File: src/design/asr_defs.vh
`ifndef ASR_DEFS_VH
`define ASR_DEFS_VH

// Frame layout: one status bit followed by the result bits
`define ASR_FRAME_BITS      5'h13
`define ASR_RES_BITS        18
`define ASR_CNT_W           5
`define ASR_CNT_ZERO        5'h00
`define ASR_CNT_ONE         5'h01

// Reference clock period in ns
`define ASR_CLK_NS          25

// Status test delay, internal oscillator (least time, rounded up)
`define ASR_EOC_TEST_NS     23000
`define ASR_EOC_TEST_CYC    ((`ASR_EOC_TEST_NS + `ASR_CLK_NS - 1) / `ASR_CLK_NS)

// Status test delay, external oscillator: 3.6 periods, kept in tenths, rounded up
`define ASR_EOC_EXT_X10     36
`define ASR_EOC_EXT_EDGES   ((`ASR_EOC_EXT_X10 + 9) / 10)

// Internal serial clock half period (longest time, rounded down)
`define ASR_SCK_HALF_NS     28680
`define ASR_SCK_HALF_CYC    (`ASR_SCK_HALF_NS / `ASR_CLK_NS)

`define ASR_DLY_W           11
`define ASR_DLY_ZERO        11'h000
`define ASR_DLY_ONE         11'h001

// Synchroniser bit positions and reset levels
`define ASR_SYN_W           4
`define ASR_SYN_CS          0
`define ASR_SYN_SCK         1
`define ASR_SYN_POR         2
`define ASR_SYN_OSC         3
`define ASR_SYN_RST         4'h7

// States
`define ASR_ST_POR          3'h0
`define ASR_ST_CONV         3'h1
`define ASR_ST_SLEEP        3'h2
`define ASR_ST_TEST         3'h3
`define ASR_ST_OUT          3'h4

`endif

File: src/design/asr_top.v
// Notes on behaviour
// - Sample SCK at reset end; low selects external
// - Select low: SDO shows pending flag during conversion
// - Pending flag falling loads result into shifter
// - SDO changes on SCK falling; host samples rising
// - External mode: 19th falling edge restarts conversion
// - SCK high at select fall selects internal
// - Weak pull-up active at select falling edge only while SCK reads high
// - Pull-up off whenever SCK reads low outside power-on reset
// - Internal: SDO off when deselected; select drives SCK low
// - Early deselect during status test returns to sleep
// - Status test delay then SCK rises, output starts
// - Internal single: after 19th rise restart, SCK high
// - Deselect mid-readout aborts and restarts conversion
// - Deselect with SCK low: released low, external next
// - Pull-up through reset; internal unless SCK low
// - Continuous: SCK, SDO high converting, low at completion
// - Continuous: 19 rises, then SDO high, SCK high
// - Internal modes drive generated clock onto SCK
// - External single cycle: SCK low at select fall
`timescale 1ns/100ps
`include "asr_defs.vh"
module asr_top #(
   parameter TEST_CYC = `ASR_EOC_TEST_CYC,
   parameter HALF_CYC = `ASR_SCK_HALF_CYC
) (
   input  wire                     ref_clk,
   input  wire                     nrst,
   input  wire                     cs_n_pin,
   input  wire                     sck_pin_in,
   output reg                      sck_pin_out,
   output reg                      sck_pin_oe,
   output reg                      sck_pullup_en,
   output reg                      sdo_out,
   output reg                      sdo_oe,
   input  wire                     por_active,
   input  wire                     oscillator_source_pin,
   input  wire                     osc_is_external,
   input  wire                     conv_done,
   input  wire [`ASR_RES_BITS-1:0] conv_result,
   output reg                      conv_start,
   output reg                      core_awake,
   output reg                      ext_sck_mode
);
   localparam integer          TEST_M1_I = TEST_CYC - 1;
   localparam integer          EXT_E_I   = `ASR_EOC_EXT_EDGES;
   localparam [`ASR_DLY_W-1:0] TEST_M1   = TEST_M1_I[`ASR_DLY_W-1:0];
   localparam [`ASR_DLY_W-1:0] EXT_EDGES = EXT_E_I[`ASR_DLY_W-1:0];
   localparam                  SR_TOP    = `ASR_RES_BITS;

   wire [`ASR_SYN_W-1:0] syn_lvl;
   wire [`ASR_SYN_W-1:0] syn_rise;
   wire [`ASR_SYN_W-1:0] syn_fall;
   wire                  gen_rise;
   wire                  gen_fall;

   reg  [2:0]                state;
   reg                       cont;
   reg  [`ASR_RES_BITS:0]    sr;
   reg  [`ASR_CNT_W-1:0]     rcnt;
   reg  [`ASR_DLY_W-1:0]     dcnt;
   wire                      cs_lvl   = syn_lvl[`ASR_SYN_CS];
   wire                      cs_rise  = syn_rise[`ASR_SYN_CS];
   wire                      cs_fall  = syn_fall[`ASR_SYN_CS];
   wire                      sck_lvl  = syn_lvl[`ASR_SYN_SCK];
   wire                      sck_rise = syn_rise[`ASR_SYN_SCK];
   wire                      sck_fall = syn_fall[`ASR_SYN_SCK];
   wire                      por_lvl  = syn_lvl[`ASR_SYN_POR];
   wire                      por_fall = syn_fall[`ASR_SYN_POR];
   wire                      osc_rise = syn_rise[`ASR_SYN_OSC];
   wire                      test_done;

   asr_sync #(
      .WIDTH (`ASR_SYN_W),
      .RST   (`ASR_SYN_RST)
   ) u_sync (
      .ref_clk (ref_clk),
      .nrst    (nrst),
      .pin     ({oscillator_source_pin, por_active, sck_pin_in, cs_n_pin}),
      .lvl     (syn_lvl),
      .rise    (syn_rise),
      .fall    (syn_fall)
   );

   asr_clkgen #(
      .HALF (HALF_CYC),
      .W    (`ASR_DLY_W)
   ) u_clkgen (
      .ref_clk (ref_clk),
      .nrst    (nrst),
      .run     (state == `ASR_ST_OUT),
      .rise_p  (gen_rise),
      .fall_p  (gen_fall)
   );

   // Internal oscillator counts reference cycles; an external one counts its own edges
   assign test_done = osc_is_external ? (dcnt == EXT_EDGES) : (dcnt == TEST_M1);

   always @(posedge ref_clk or negedge nrst)
   begin
      if (!nrst)
      begin
         state         <= `ASR_ST_POR;
         cont          <= 1'b0;
         sr            <= {(`ASR_RES_BITS+1){1'b1}};
         rcnt          <= `ASR_CNT_ZERO;
         dcnt          <= `ASR_DLY_ZERO;
         sck_pin_out   <= 1'b1;
         sck_pin_oe    <= 1'b0;
         sck_pullup_en <= 1'b1;
         sdo_out       <= 1'b1;
         sdo_oe        <= 1'b0;
         conv_start    <= 1'b0;
         core_awake    <= 1'b0;
         ext_sck_mode  <= 1'b0;
      end
      else
      begin
         conv_start    <= 1'b0;
         // Pull-up while the pin reads high or during power-on reset, so a released low pin stays low
         sck_pullup_en <= por_lvl | sck_lvl;
         // Deselecting releases SCK at whatever level it had; no restore
         // Held off while the mode is latched, so a pin the host holds low is never fought
         sck_pin_oe    <= !ext_sck_mode && !cs_lvl && !por_lvl && !cs_fall && !por_fall;
         sdo_oe        <= !cs_lvl && !por_lvl;
         sdo_out       <= (state == `ASR_ST_CONV) ? 1'b1 : sr[SR_TOP];
         core_awake    <= (state == `ASR_ST_TEST) || (state == `ASR_ST_OUT);
         if (cs_fall && (state != `ASR_ST_POR))
         begin
            ext_sck_mode <= !sck_lvl;
            cont         <= 1'b0;
         end
         case (state)
            `ASR_ST_POR:
            begin
               if (por_fall)
               begin
                  ext_sck_mode <= !sck_lvl;
                  cont         <= sck_lvl;
                  sck_pin_out  <= 1'b1;
                  conv_start   <= 1'b1;
                  state        <= `ASR_ST_CONV;
               end
            end
            `ASR_ST_CONV:
            begin
               if (cs_fall && sck_lvl && !cont)
               begin
                  sck_pin_out <= 1'b0;
               end
               if (conv_done)
               begin
                  sr   <= {1'b0, conv_result};
                  rcnt <= `ASR_CNT_ZERO;
                  dcnt <= `ASR_DLY_ZERO;
                  if (!ext_sck_mode && !cs_lvl)
                  begin
                     sck_pin_out <= 1'b0;
                     state       <= `ASR_ST_TEST;
                  end
                  else
                  begin
                     state <= `ASR_ST_SLEEP;
                  end
               end
            end
            `ASR_ST_SLEEP:
            begin
               if (cs_fall && sck_lvl)
               begin
                  sck_pin_out <= 1'b0;
                  dcnt        <= `ASR_DLY_ZERO;
                  rcnt        <= `ASR_CNT_ZERO;
                  state       <= `ASR_ST_TEST;
               end
               else if (ext_sck_mode && cs_rise && (rcnt != `ASR_CNT_ZERO))
               begin
                  conv_start <= 1'b1;
                  state      <= `ASR_ST_CONV;
               end
               else if (ext_sck_mode && !cs_lvl)
               begin
                  if (sck_rise)
                  begin
                     rcnt <= rcnt + `ASR_CNT_ONE;
                  end
                  else if (sck_fall && (rcnt != `ASR_CNT_ZERO))
                  begin
                     sr <= {sr[SR_TOP-1:0], 1'b1};
                     if (rcnt == `ASR_FRAME_BITS)
                     begin
                        conv_start <= 1'b1;
                        state      <= `ASR_ST_CONV;
                     end
                  end
               end
            end
            `ASR_ST_TEST:
            begin
               if (cs_rise && !cont)
               begin
                  state <= `ASR_ST_SLEEP;
               end
               else if (test_done)
               begin
                  sck_pin_out <= 1'b1;
                  rcnt        <= `ASR_CNT_ONE;
                  state       <= `ASR_ST_OUT;
               end
               else if (!osc_is_external || osc_rise)
               begin
                  dcnt <= dcnt + `ASR_DLY_ONE;
               end
            end
            `ASR_ST_OUT:
            begin
               if (cs_rise && !cont)
               begin
                  conv_start <= 1'b1;
                  state      <= `ASR_ST_CONV;
               end
               else if (gen_fall)
               begin
                  sck_pin_out <= 1'b0;
                  sr          <= {sr[SR_TOP-1:0], 1'b1};
               end
               else if (gen_rise)
               begin
                  sck_pin_out <= 1'b1;
                  rcnt        <= rcnt + `ASR_CNT_ONE;
                  if ((rcnt + `ASR_CNT_ONE) == `ASR_FRAME_BITS)
                  begin
                     // SCK stays high through the next conversion
                     conv_start <= 1'b1;
                     state      <= `ASR_ST_CONV;
                  end
               end
            end
            default:
            begin
               state <= `ASR_ST_POR;
            end
         endcase
      end
   end
endmodule // asr_top

File: src/design/asr_sync.v
`timescale 1ns/100ps
// Three-stage pin synchroniser; a level is accepted once stages two and three agree
module asr_sync #(
   parameter            WIDTH = 4,
   parameter [WIDTH-1:0] RST  = {WIDTH{1'b0}}
) (
   input  wire             ref_clk,
   input  wire             nrst,
   input  wire [WIDTH-1:0] pin,
   output reg  [WIDTH-1:0] lvl,
   output reg  [WIDTH-1:0] rise,
   output reg  [WIDTH-1:0] fall
);
   reg [WIDTH-1:0] ff1;
   reg [WIDTH-1:0] ff2;
   reg [WIDTH-1:0] ff3;

   genvar i;
   generate
      for (i = 0; i < WIDTH; i = i + 1)
      begin : g_bit
         always @(posedge ref_clk or negedge nrst)
         begin
            if (!nrst)
            begin
               ff1[i]  <= RST[i];
               ff2[i]  <= RST[i];
               ff3[i]  <= RST[i];
               lvl[i]  <= RST[i];
               rise[i] <= 1'b0;
               fall[i] <= 1'b0;
            end
            else
            begin
               ff1[i]  <= pin[i];
               ff2[i]  <= ff1[i];
               ff3[i]  <= ff2[i];
               rise[i] <= (ff2[i] == ff3[i]) && ff3[i] && !lvl[i];
               fall[i] <= (ff2[i] == ff3[i]) && !ff3[i] && lvl[i];
               if (ff2[i] == ff3[i])
               begin
                  lvl[i] <= ff3[i];
               end
            end
         end
      end
   endgenerate
endmodule // asr_sync

File: src/design/asr_clkgen.v
`timescale 1ns/100ps
// Internal shift clock: starts high when run rises, toggles every HALF cycles
module asr_clkgen #(
   parameter HALF = 1147,
   parameter W    = 11
) (
   input  wire ref_clk,
   input  wire nrst,
   input  wire run,
   output reg  rise_p,
   output reg  fall_p
);
   localparam integer HALF_M1_I = HALF - 1;
   localparam [W-1:0] HALF_M1   = HALF_M1_I[W-1:0];
   localparam [W-1:0] ZERO    = {W{1'b0}};
   localparam [W-1:0] ONE     = {{(W-1){1'b0}}, 1'b1};

   reg [W-1:0] cnt;
   reg         phase;

   always @(posedge ref_clk or negedge nrst)
   begin
      if (!nrst)
      begin
         cnt    <= ZERO;
         phase  <= 1'b1;
         rise_p <= 1'b0;
         fall_p <= 1'b0;
      end
      else
      begin
         rise_p <= 1'b0;
         fall_p <= 1'b0;
         if (!run)
         begin
            cnt   <= ZERO;
            phase <= 1'b1;
         end
         else if (cnt == HALF_M1)
         begin
            cnt    <= ZERO;
            phase  <= !phase;
            rise_p <= !phase;
            fall_p <= phase;
         end
         else
         begin
            cnt <= cnt + ONE;
         end
      end
   end
endmodule // asr_clkgen

File: config.mk
export PLATFORM = sky130hd
export DESIGN_NAME = asr_top
export DESIGN_NICKNAME = d
export VERILOG_FILES = /design/src/design/asr_top.v /design/src/design/asr_sync.v /design/src/design/asr_clkgen.v
export VERILOG_INCLUDE_DIRS = /design/src /design/src/design
export SDC_FILE = /design/constraint.sdc
export NUM_CORES = 1
export LEC_CHECK = 0
export ABC_CLOCK_PERIOD_IN_PS = 2400
export BUFFER_PORTS_ARGS = -buffer_cell sky130_fd_sc_hd__buf_2
export CAP_MARGIN = 0
export CORE_MARGIN = 4
export CORE_UTILIZATION = 59
export CTS_CLUSTER_DIAMETER = 40
export DETAILED_ROUTE_END_ITERATION = 6
export GPL_TIMING_DRIVEN = 0
export PLACE_DENSITY = 0.79
export SYNTH_ARGS = -nofsm -noshare
export SYNTH_HDL_FRONTEND = slang
export SYNTH_SLANG_ARGS = --single-unit
File: constraint.sdc
create_clock -name ref_clk -period 2.4 [get_ports ref_clk]
set_input_delay 0.12 -clock ref_clk [delete_from_list [all_inputs] [get_ports ref_clk]]
set_output_delay 0.12 -clock ref_clk [all_outputs]
set_load 0.1 [all_outputs]
Yosys cells after proc, flatten, opt, wreduce, memory -nomap -nowiden
Cells that the tools add are included.
{ "word_totals": {"ff_bits": 83, "elab_cells": 218} }
{ "classes": {"add_sub_neg": 3, "eq_ne": 42, "n_mux": 81, "bitwise_logic": 1, "reduce_logical": 52} }
{ "op_table": {"columns": ["operator", "count"], "rows": [
  ["two-way mux 19 bit", 8],
  ["two-way mux 11 bit", 7],
  ["one-hot mux 19 bit (3 select lines)", 1],
  ["two-way mux 5 bit", 10],
  ["two-way mux 3 bit", 14],
  ["two-way mux 1 bit", 36],
  ["one-hot mux 11 bit (3 select lines)", 1],
  ["!= test 2 bit, second input constant", 15],
  ["logical AND 1 bit", 25],
  ["adder 11 x 1 -> 11 bit, second input constant", 2],
  ["one-hot mux 5 bit (4 select lines)", 1],
  ["AND reduction 10 bit", 2],
  ["!= test 3 bit, second input constant", 6],
  ["!= test 4 bit, second input constant", 4],
  ["one-hot mux 3 bit (5 select lines)", 1],
  ["logical NOT 1 bit", 13],
  ["== test 11 x 10 -> 1 bit, second input constant", 1],
  ["== test 11 bit, second input constant", 1],
  ["== test 11 x 3 -> 1 bit, second input constant", 1],
  ["== test 5 bit, second input constant", 2],
  ["nonzero test 5 bit", 2],
  ["AND reduction 9 bit", 1],
  ["nonzero test 3 bit", 3],
  ["AND reduction 7 bit", 1],
  ["other kinds (14)", 21]
]} }

Logic depth before layout (Yosys ltp)
{ "depth": {"ltp_word": 8, "ltp_mapped": 9} }

Modules after synthesis
From an unflattened synthesis, not the netlist that was laid out.
{ "unflattened": {"hier_cells": 406, "hier_area_um2": 4389.2} }
{ "by_module_without_submodules": {"columns": ["module", "instances", "cells_each", "area_each_um2", "seq_area_each_um2"], "rows": [
  ["asr_top", 1, 293, 2846.5, 1203.7],
  ["asr_sync", 1, 52, 855.8, 615.6],
  ["asr_clkgen", 1, 61, 686.9, 351.6]
]} }

Worst setup path before layout
No wires, ideal clock.
{ "synth_timing": {"path_type": "flip-flop to flip-flop", "start": "register ext_sck_mode", "end": "register sr[2]", "t_arrival_ns": 2.043, "t_required_ns": 2.321, "slack_ns": 0.278, "stages_incl_launch_ff": 7, "path_buffers": 2, "period_less_slack_ns": 2.122, "cell_sequence": "dfrtp_1 > nand4bb_1 > nor4bb_1 > o22ai_1 > buf_2 > buf_2 > o21ai_0"} }
{ "synth_via": {"elab_chain_len": 4, "elab_cells_between_ends": 6, "classes_between": "eq/ne: 2; reduce/logical: 4"} }
{ "synth_rtl": {"columns": ["item", "line_no", "source"], "rows": [
  ["from (decl)", "asr_top.v:43", "output reg ext_sck_mode"],
  ["from (signal assigned)", "asr_top.v:130", "ext_sck_mode <= !sck_lvl;"],
  ["from (signal assigned)", "asr_top.v:138", "ext_sck_mode <= !sck_lvl;"],
  ["logical AND 1 bit (2 in series)", "asr_top.v:176", "else if (ext_sck_mode && cs_rise && (rcnt != `ASR_CNT_ZERO))"],
  ["!= test 2 bit (no source line)", null, null],
  ["AND reduction 9 bit (no source line) *", null, null],
  ["to (signal assigned)", "asr_top.v:153", "sr <= {1'b0, conv_result};"],
  ["to (signal assigned)", "asr_top.v:189", "sr <= {sr[SR_TOP-1:0], 1'b1};"],
  ["to (signal assigned)", "asr_top.v:225", "sr <= {sr[SR_TOP-1:0], 1'b1};"],
  ["to (decl)", "asr_top.v:59", "reg [`ASR_RES_BITS:0] sr;"]
]} }
Mark *: on every way between the ends. The rest lies on a longest branch, timed or not.
A chain may end at the register's enable or synchronous reset.

Worst setup path in the final report
{ "layout_timing": {"start": "register rcnt[1]", "end": "register rcnt[1]"} }
{ "layout_via": {"elab_chain_len": 6, "elab_cells_between_ends": 13, "classes_between": "add/sub: 1; eq/ne: 1; mux: 8; reduce/logical: 3"} }
{ "layout_rtl": {"columns": ["item", "line_no", "source"], "rows": [
  ["from (decl)", "asr_top.v:60", "reg [`ASR_CNT_W-1:0] rcnt;"],
  ["from (signal assigned)", "asr_top.v:106", "rcnt <= `ASR_CNT_ZERO;"],
  ["from (signal assigned)", "asr_top.v:154", "rcnt <= `ASR_CNT_ZERO;"],
  ["from (signal assigned)", "asr_top.v:173", "rcnt <= `ASR_CNT_ZERO;"],
  ["adder 5 x 1 -> 5 bit (no source line)", null, null],
  ["two-way mux 5 bit", "asr_top.v:183", "if (sck_rise)"],
  ["two-way mux 5 bit", "asr_top.v:181", "else if (ext_sck_mode && !cs_lvl)"],
  ["two-way mux 5 bit", "asr_top.v:176", null],
  ["two-way mux 5 bit", "asr_top.v:169", "if (cs_fall && sck_lvl)"],
  ["one-hot mux 5 bit (4 select lines)", "asr_top.v:133", "case (state)"]
]} }
Several ways; a longest one is shown, not always the timed one. The select of a mux whose other input is x is not followed.

==> metrics <==
Clock Root Buffer=clkbuf_8; HP Class=in2reg; pin count of the biggest net entering global routing=57; fraction of layout cells with a size suffix above 1=22.6%; Yosys cell types=60; PwrDens=a little over 1000 nW/um2; synthesized instance count=between 400 and 500; Final Critical Period=2.32 ns; Critical path destination=rcnt[1]; wire length on met1=around 4100 um; Fill cells=544; Max Cap Violations=0; first drt pass iteration count=5; via count=3264; gr usage total=22.1%; EDFF count, synth=0; Leakage=2.07 nW; Max Freq=431 MHz; Initial Utilization=approximately 61%; TritonCTS clock tree=done; worst setup path startpoint=rcnt[1]; mean post-synth cell area=10.1 um2; top-level port count=34; Peak VDD IR=0.790 mV; combinational share of power=37.8%; Die Ht=~90 um; Setup WS pre-CTS=about 0.047 ns; antenna violations before repair=0; worst r2r dst=rcnt[1]; drt wl/cell=15.4 um; worst skew pair latency=0.35 ns; max-slew violations=0; sequential share of power=41.7%; Worst setup EP type=flip-flop; P_sw=just under 2 mW; share of the yosys chip area belonging to registers=51.1%; Post-DRT Antenna Nets=0; GP Congestion=about 0.94; setup TNS=0 ns; Worst Path Required=2.67 ns; cells on worst reg2reg path=7; met2 wire length=4080 um; synthesis-stage register bit count=83; Final Worst Setup Slack=between 0.08 and 0.09 ns; DRT iter0 DRCs=248; reg-to-reg startpoint=rcnt[1]; sw frac=40.3%; Detail Route met3 WL=427 um; H-tree Lvls=3; GRT overflow=0; via count of the first global-routing pass=3116; Worst-Margin Slew=0.587 ns; synth warn=0; final net count=502; dpl hpwl=roughly 6300 um; CORE AREA=a little under 7000 um2; die width=about 90 um; final wirelength=8700 um; Placement Cell Area=roughly 4500 um2; outcome=finished, final reports clean; # setup viols final=0; total power=4.86 mW; vias per cell=5.78; R2R setup slack=0.08 ns; IO buf count=33; clk sinks=83; slew margin rel.=about 61%; Fin. Hold Viols=0; clock skew=0.00899 ns; Design Area, Final=4770 um2; first-pass GRT wire length=approximately 15000 um; internal power=roughly 2.9 mW; drt drc=0; Synthesized Nets=450; # diodes=0; Startpoint Class=flip-flop; asr flop ratio synth=100%; RSZ-0062 raised after global routing=false; CP Max Fanout=6; die area=approximately 8400 um2; Worst-path clk slew=0.09 ns; Util after Layout=69.8%; clock share of power=20.5%; DR top layer=met4; area grow syn2layout=14.8%; Post-Syn Area=4150 um2; total CTS buffers=9; CTS Buffer Depth=2; critical path arrival=2.59 ns; fin crit share=around 97%; Crit Path Class=reg2reg; Top FF cell, synth=dfrtp_1; Row Count=30
critical path, stage by stage, from the launching register on:
cell and delay [ns]:
dfrtp_1 0.47, inv_1 0.12, ha_1 0.14, or4b_1 0.51, a21oi_1 0.29, o21ai_2 0.14, or4b_1 0.51, o21ai_1 0.08
power groups by stage:
| stage | Clock (mW) | Sequential [mW] | Combinational (mW) |
|---|---|---|---|
| 2_1_floorplan | 0 | 2.28 | 1.09 |
| 3_3_place_gp | 0 | 2.02 | 1.72 |
| 3_5_place_dp | 0 | 2.04 | 1.77 |
| 4_1_cts | 1.02 | 2.02 | 1.78 |
| 5_1_grt | 1.10 | 2.07 | 2.02 |
| 6_report | 0.995 | 2.02 | 1.84 |
routing by layer:
layer  vias up  global-route usage (%)
met4         0                    5.69
met3         9                    5.58
met1      1591                    31.5
met5         -                       0
li1       1584                       -
met2        80                    33.8
sequential cells by signal, summed over array words and instances (netlist names), 3 cells and up:
name / cells
sr: 19
u_sync.lvl: 4
u_sync.rise: 3
u_sync.ff1: 4
rcnt: 5
state: 3
u_sync.fall: 3
dcnt: 11
u_clkgen.cnt: 11
u_sync.ff3: 4
u_sync.ff2: 4
repair_timing:
item / 4_1_cts / 5_1_grt
hold buffers: 5 / 0
resized for setup: 0 / 9
setup endpoints to repair: 0 / 31
setup buffers: 0 / 2
hold endpoints to repair: 31 / 0
stage by stage:
stage / std cells / hold WS [ns]
global route: 565 / 0.00824
detailed placement: 542 / 0.0708
CTS: 563 / 0.00527
floorplan: 412 / -0.176
finish: 565 / 0.0187
global placement: 541 / 0.226
Yosys cell counts (all sizes together) (2+ instances only):
master   count  share of area [%]
or3          3               0.45
o21ai       36                4.4
nand4        3               0.45
a31oi        3               0.45
nand2b       5               0.75
o211ai       3               0.54
a21o         3               0.54
inv         16                1.4
a21oi       21                2.5
o22ai        3               0.45
mux2i       21                5.1
or4         10                1.8
xnor2        4               0.84
a211oi       2               0.36
and2         5               0.75
nor2        24                2.2
and4b        2               0.48
nand3       11                1.3
dfstp       35                 22
nor2b        7                1.1
xor2         6                1.3
o221ai       2               0.42
nor4         3               0.60
o2bb2ai      5                1.1
a21boi       2               0.36
buf         10                1.4
o31ai        7                1.3
ha          12                3.6
and3         6               0.90
dfrtp       48                 29
or2          2               0.30
or4b         3               0.72
clkbuf       9               0.84
nor3         9                1.1
nand2       53                4.8
logic make-up after synthesis:
logic type / share of synthesized area, %
fa+ha+maj: 3.62
buf+inv: 3.68
mux: 5.33
flops: 51.1
compound gates: 14.8
xor+xnor: 2.11
simple gates: 19.4
worst min path at each step:
stage                        start            end  slack (ns)  depth (start not counted)
CTS                 conv_result[0]          sr[0]       0.005                          3
finish              conv_result[0]          sr[0]        0.02                          3
global placement          cs_n_pin  u_sync.ff1[0]        0.23                          1
floorplan                     nrst           cont       -0.18                          0
global route        conv_result[0]          sr[0]       0.008                          3
detailed placement            nrst        dcnt[2]        0.07                          1
layout make-up:
type	instances	area, um2	share of cell area, %
Sequential cell	83	2120	44.5
Multi-Input combinational cell	294	1900	39.9
Timing Repair Buffer	41	260	5.46
Clock buffer	10	149	3.12
Tap cell	96	120	2.52
Buffer	19	103	2.15
Inverter	16	60.1	1.26
Clock inverter	6	52.6	1.10
cells in the final DEF (no fill, tap or decap), drive strengths merged, types with 4 or more instances in the layout:
cell	count
o21ai	36
xor2	6
nand3	11
nor2b	7
mux2i	21
inv	19
o31ai	7
or4	10
ha	12
clkbuf	22
and2	5
o2bb2ai	5
dfstp	35
a21oi	21
xnor2	4
nand2b	5
nand2	53
and3	6
dfrtp	48
dlygate4sd3	5
nor2	24
buf	43
nor3	9
Note: power is estimated with default switching activity, not from simulation.
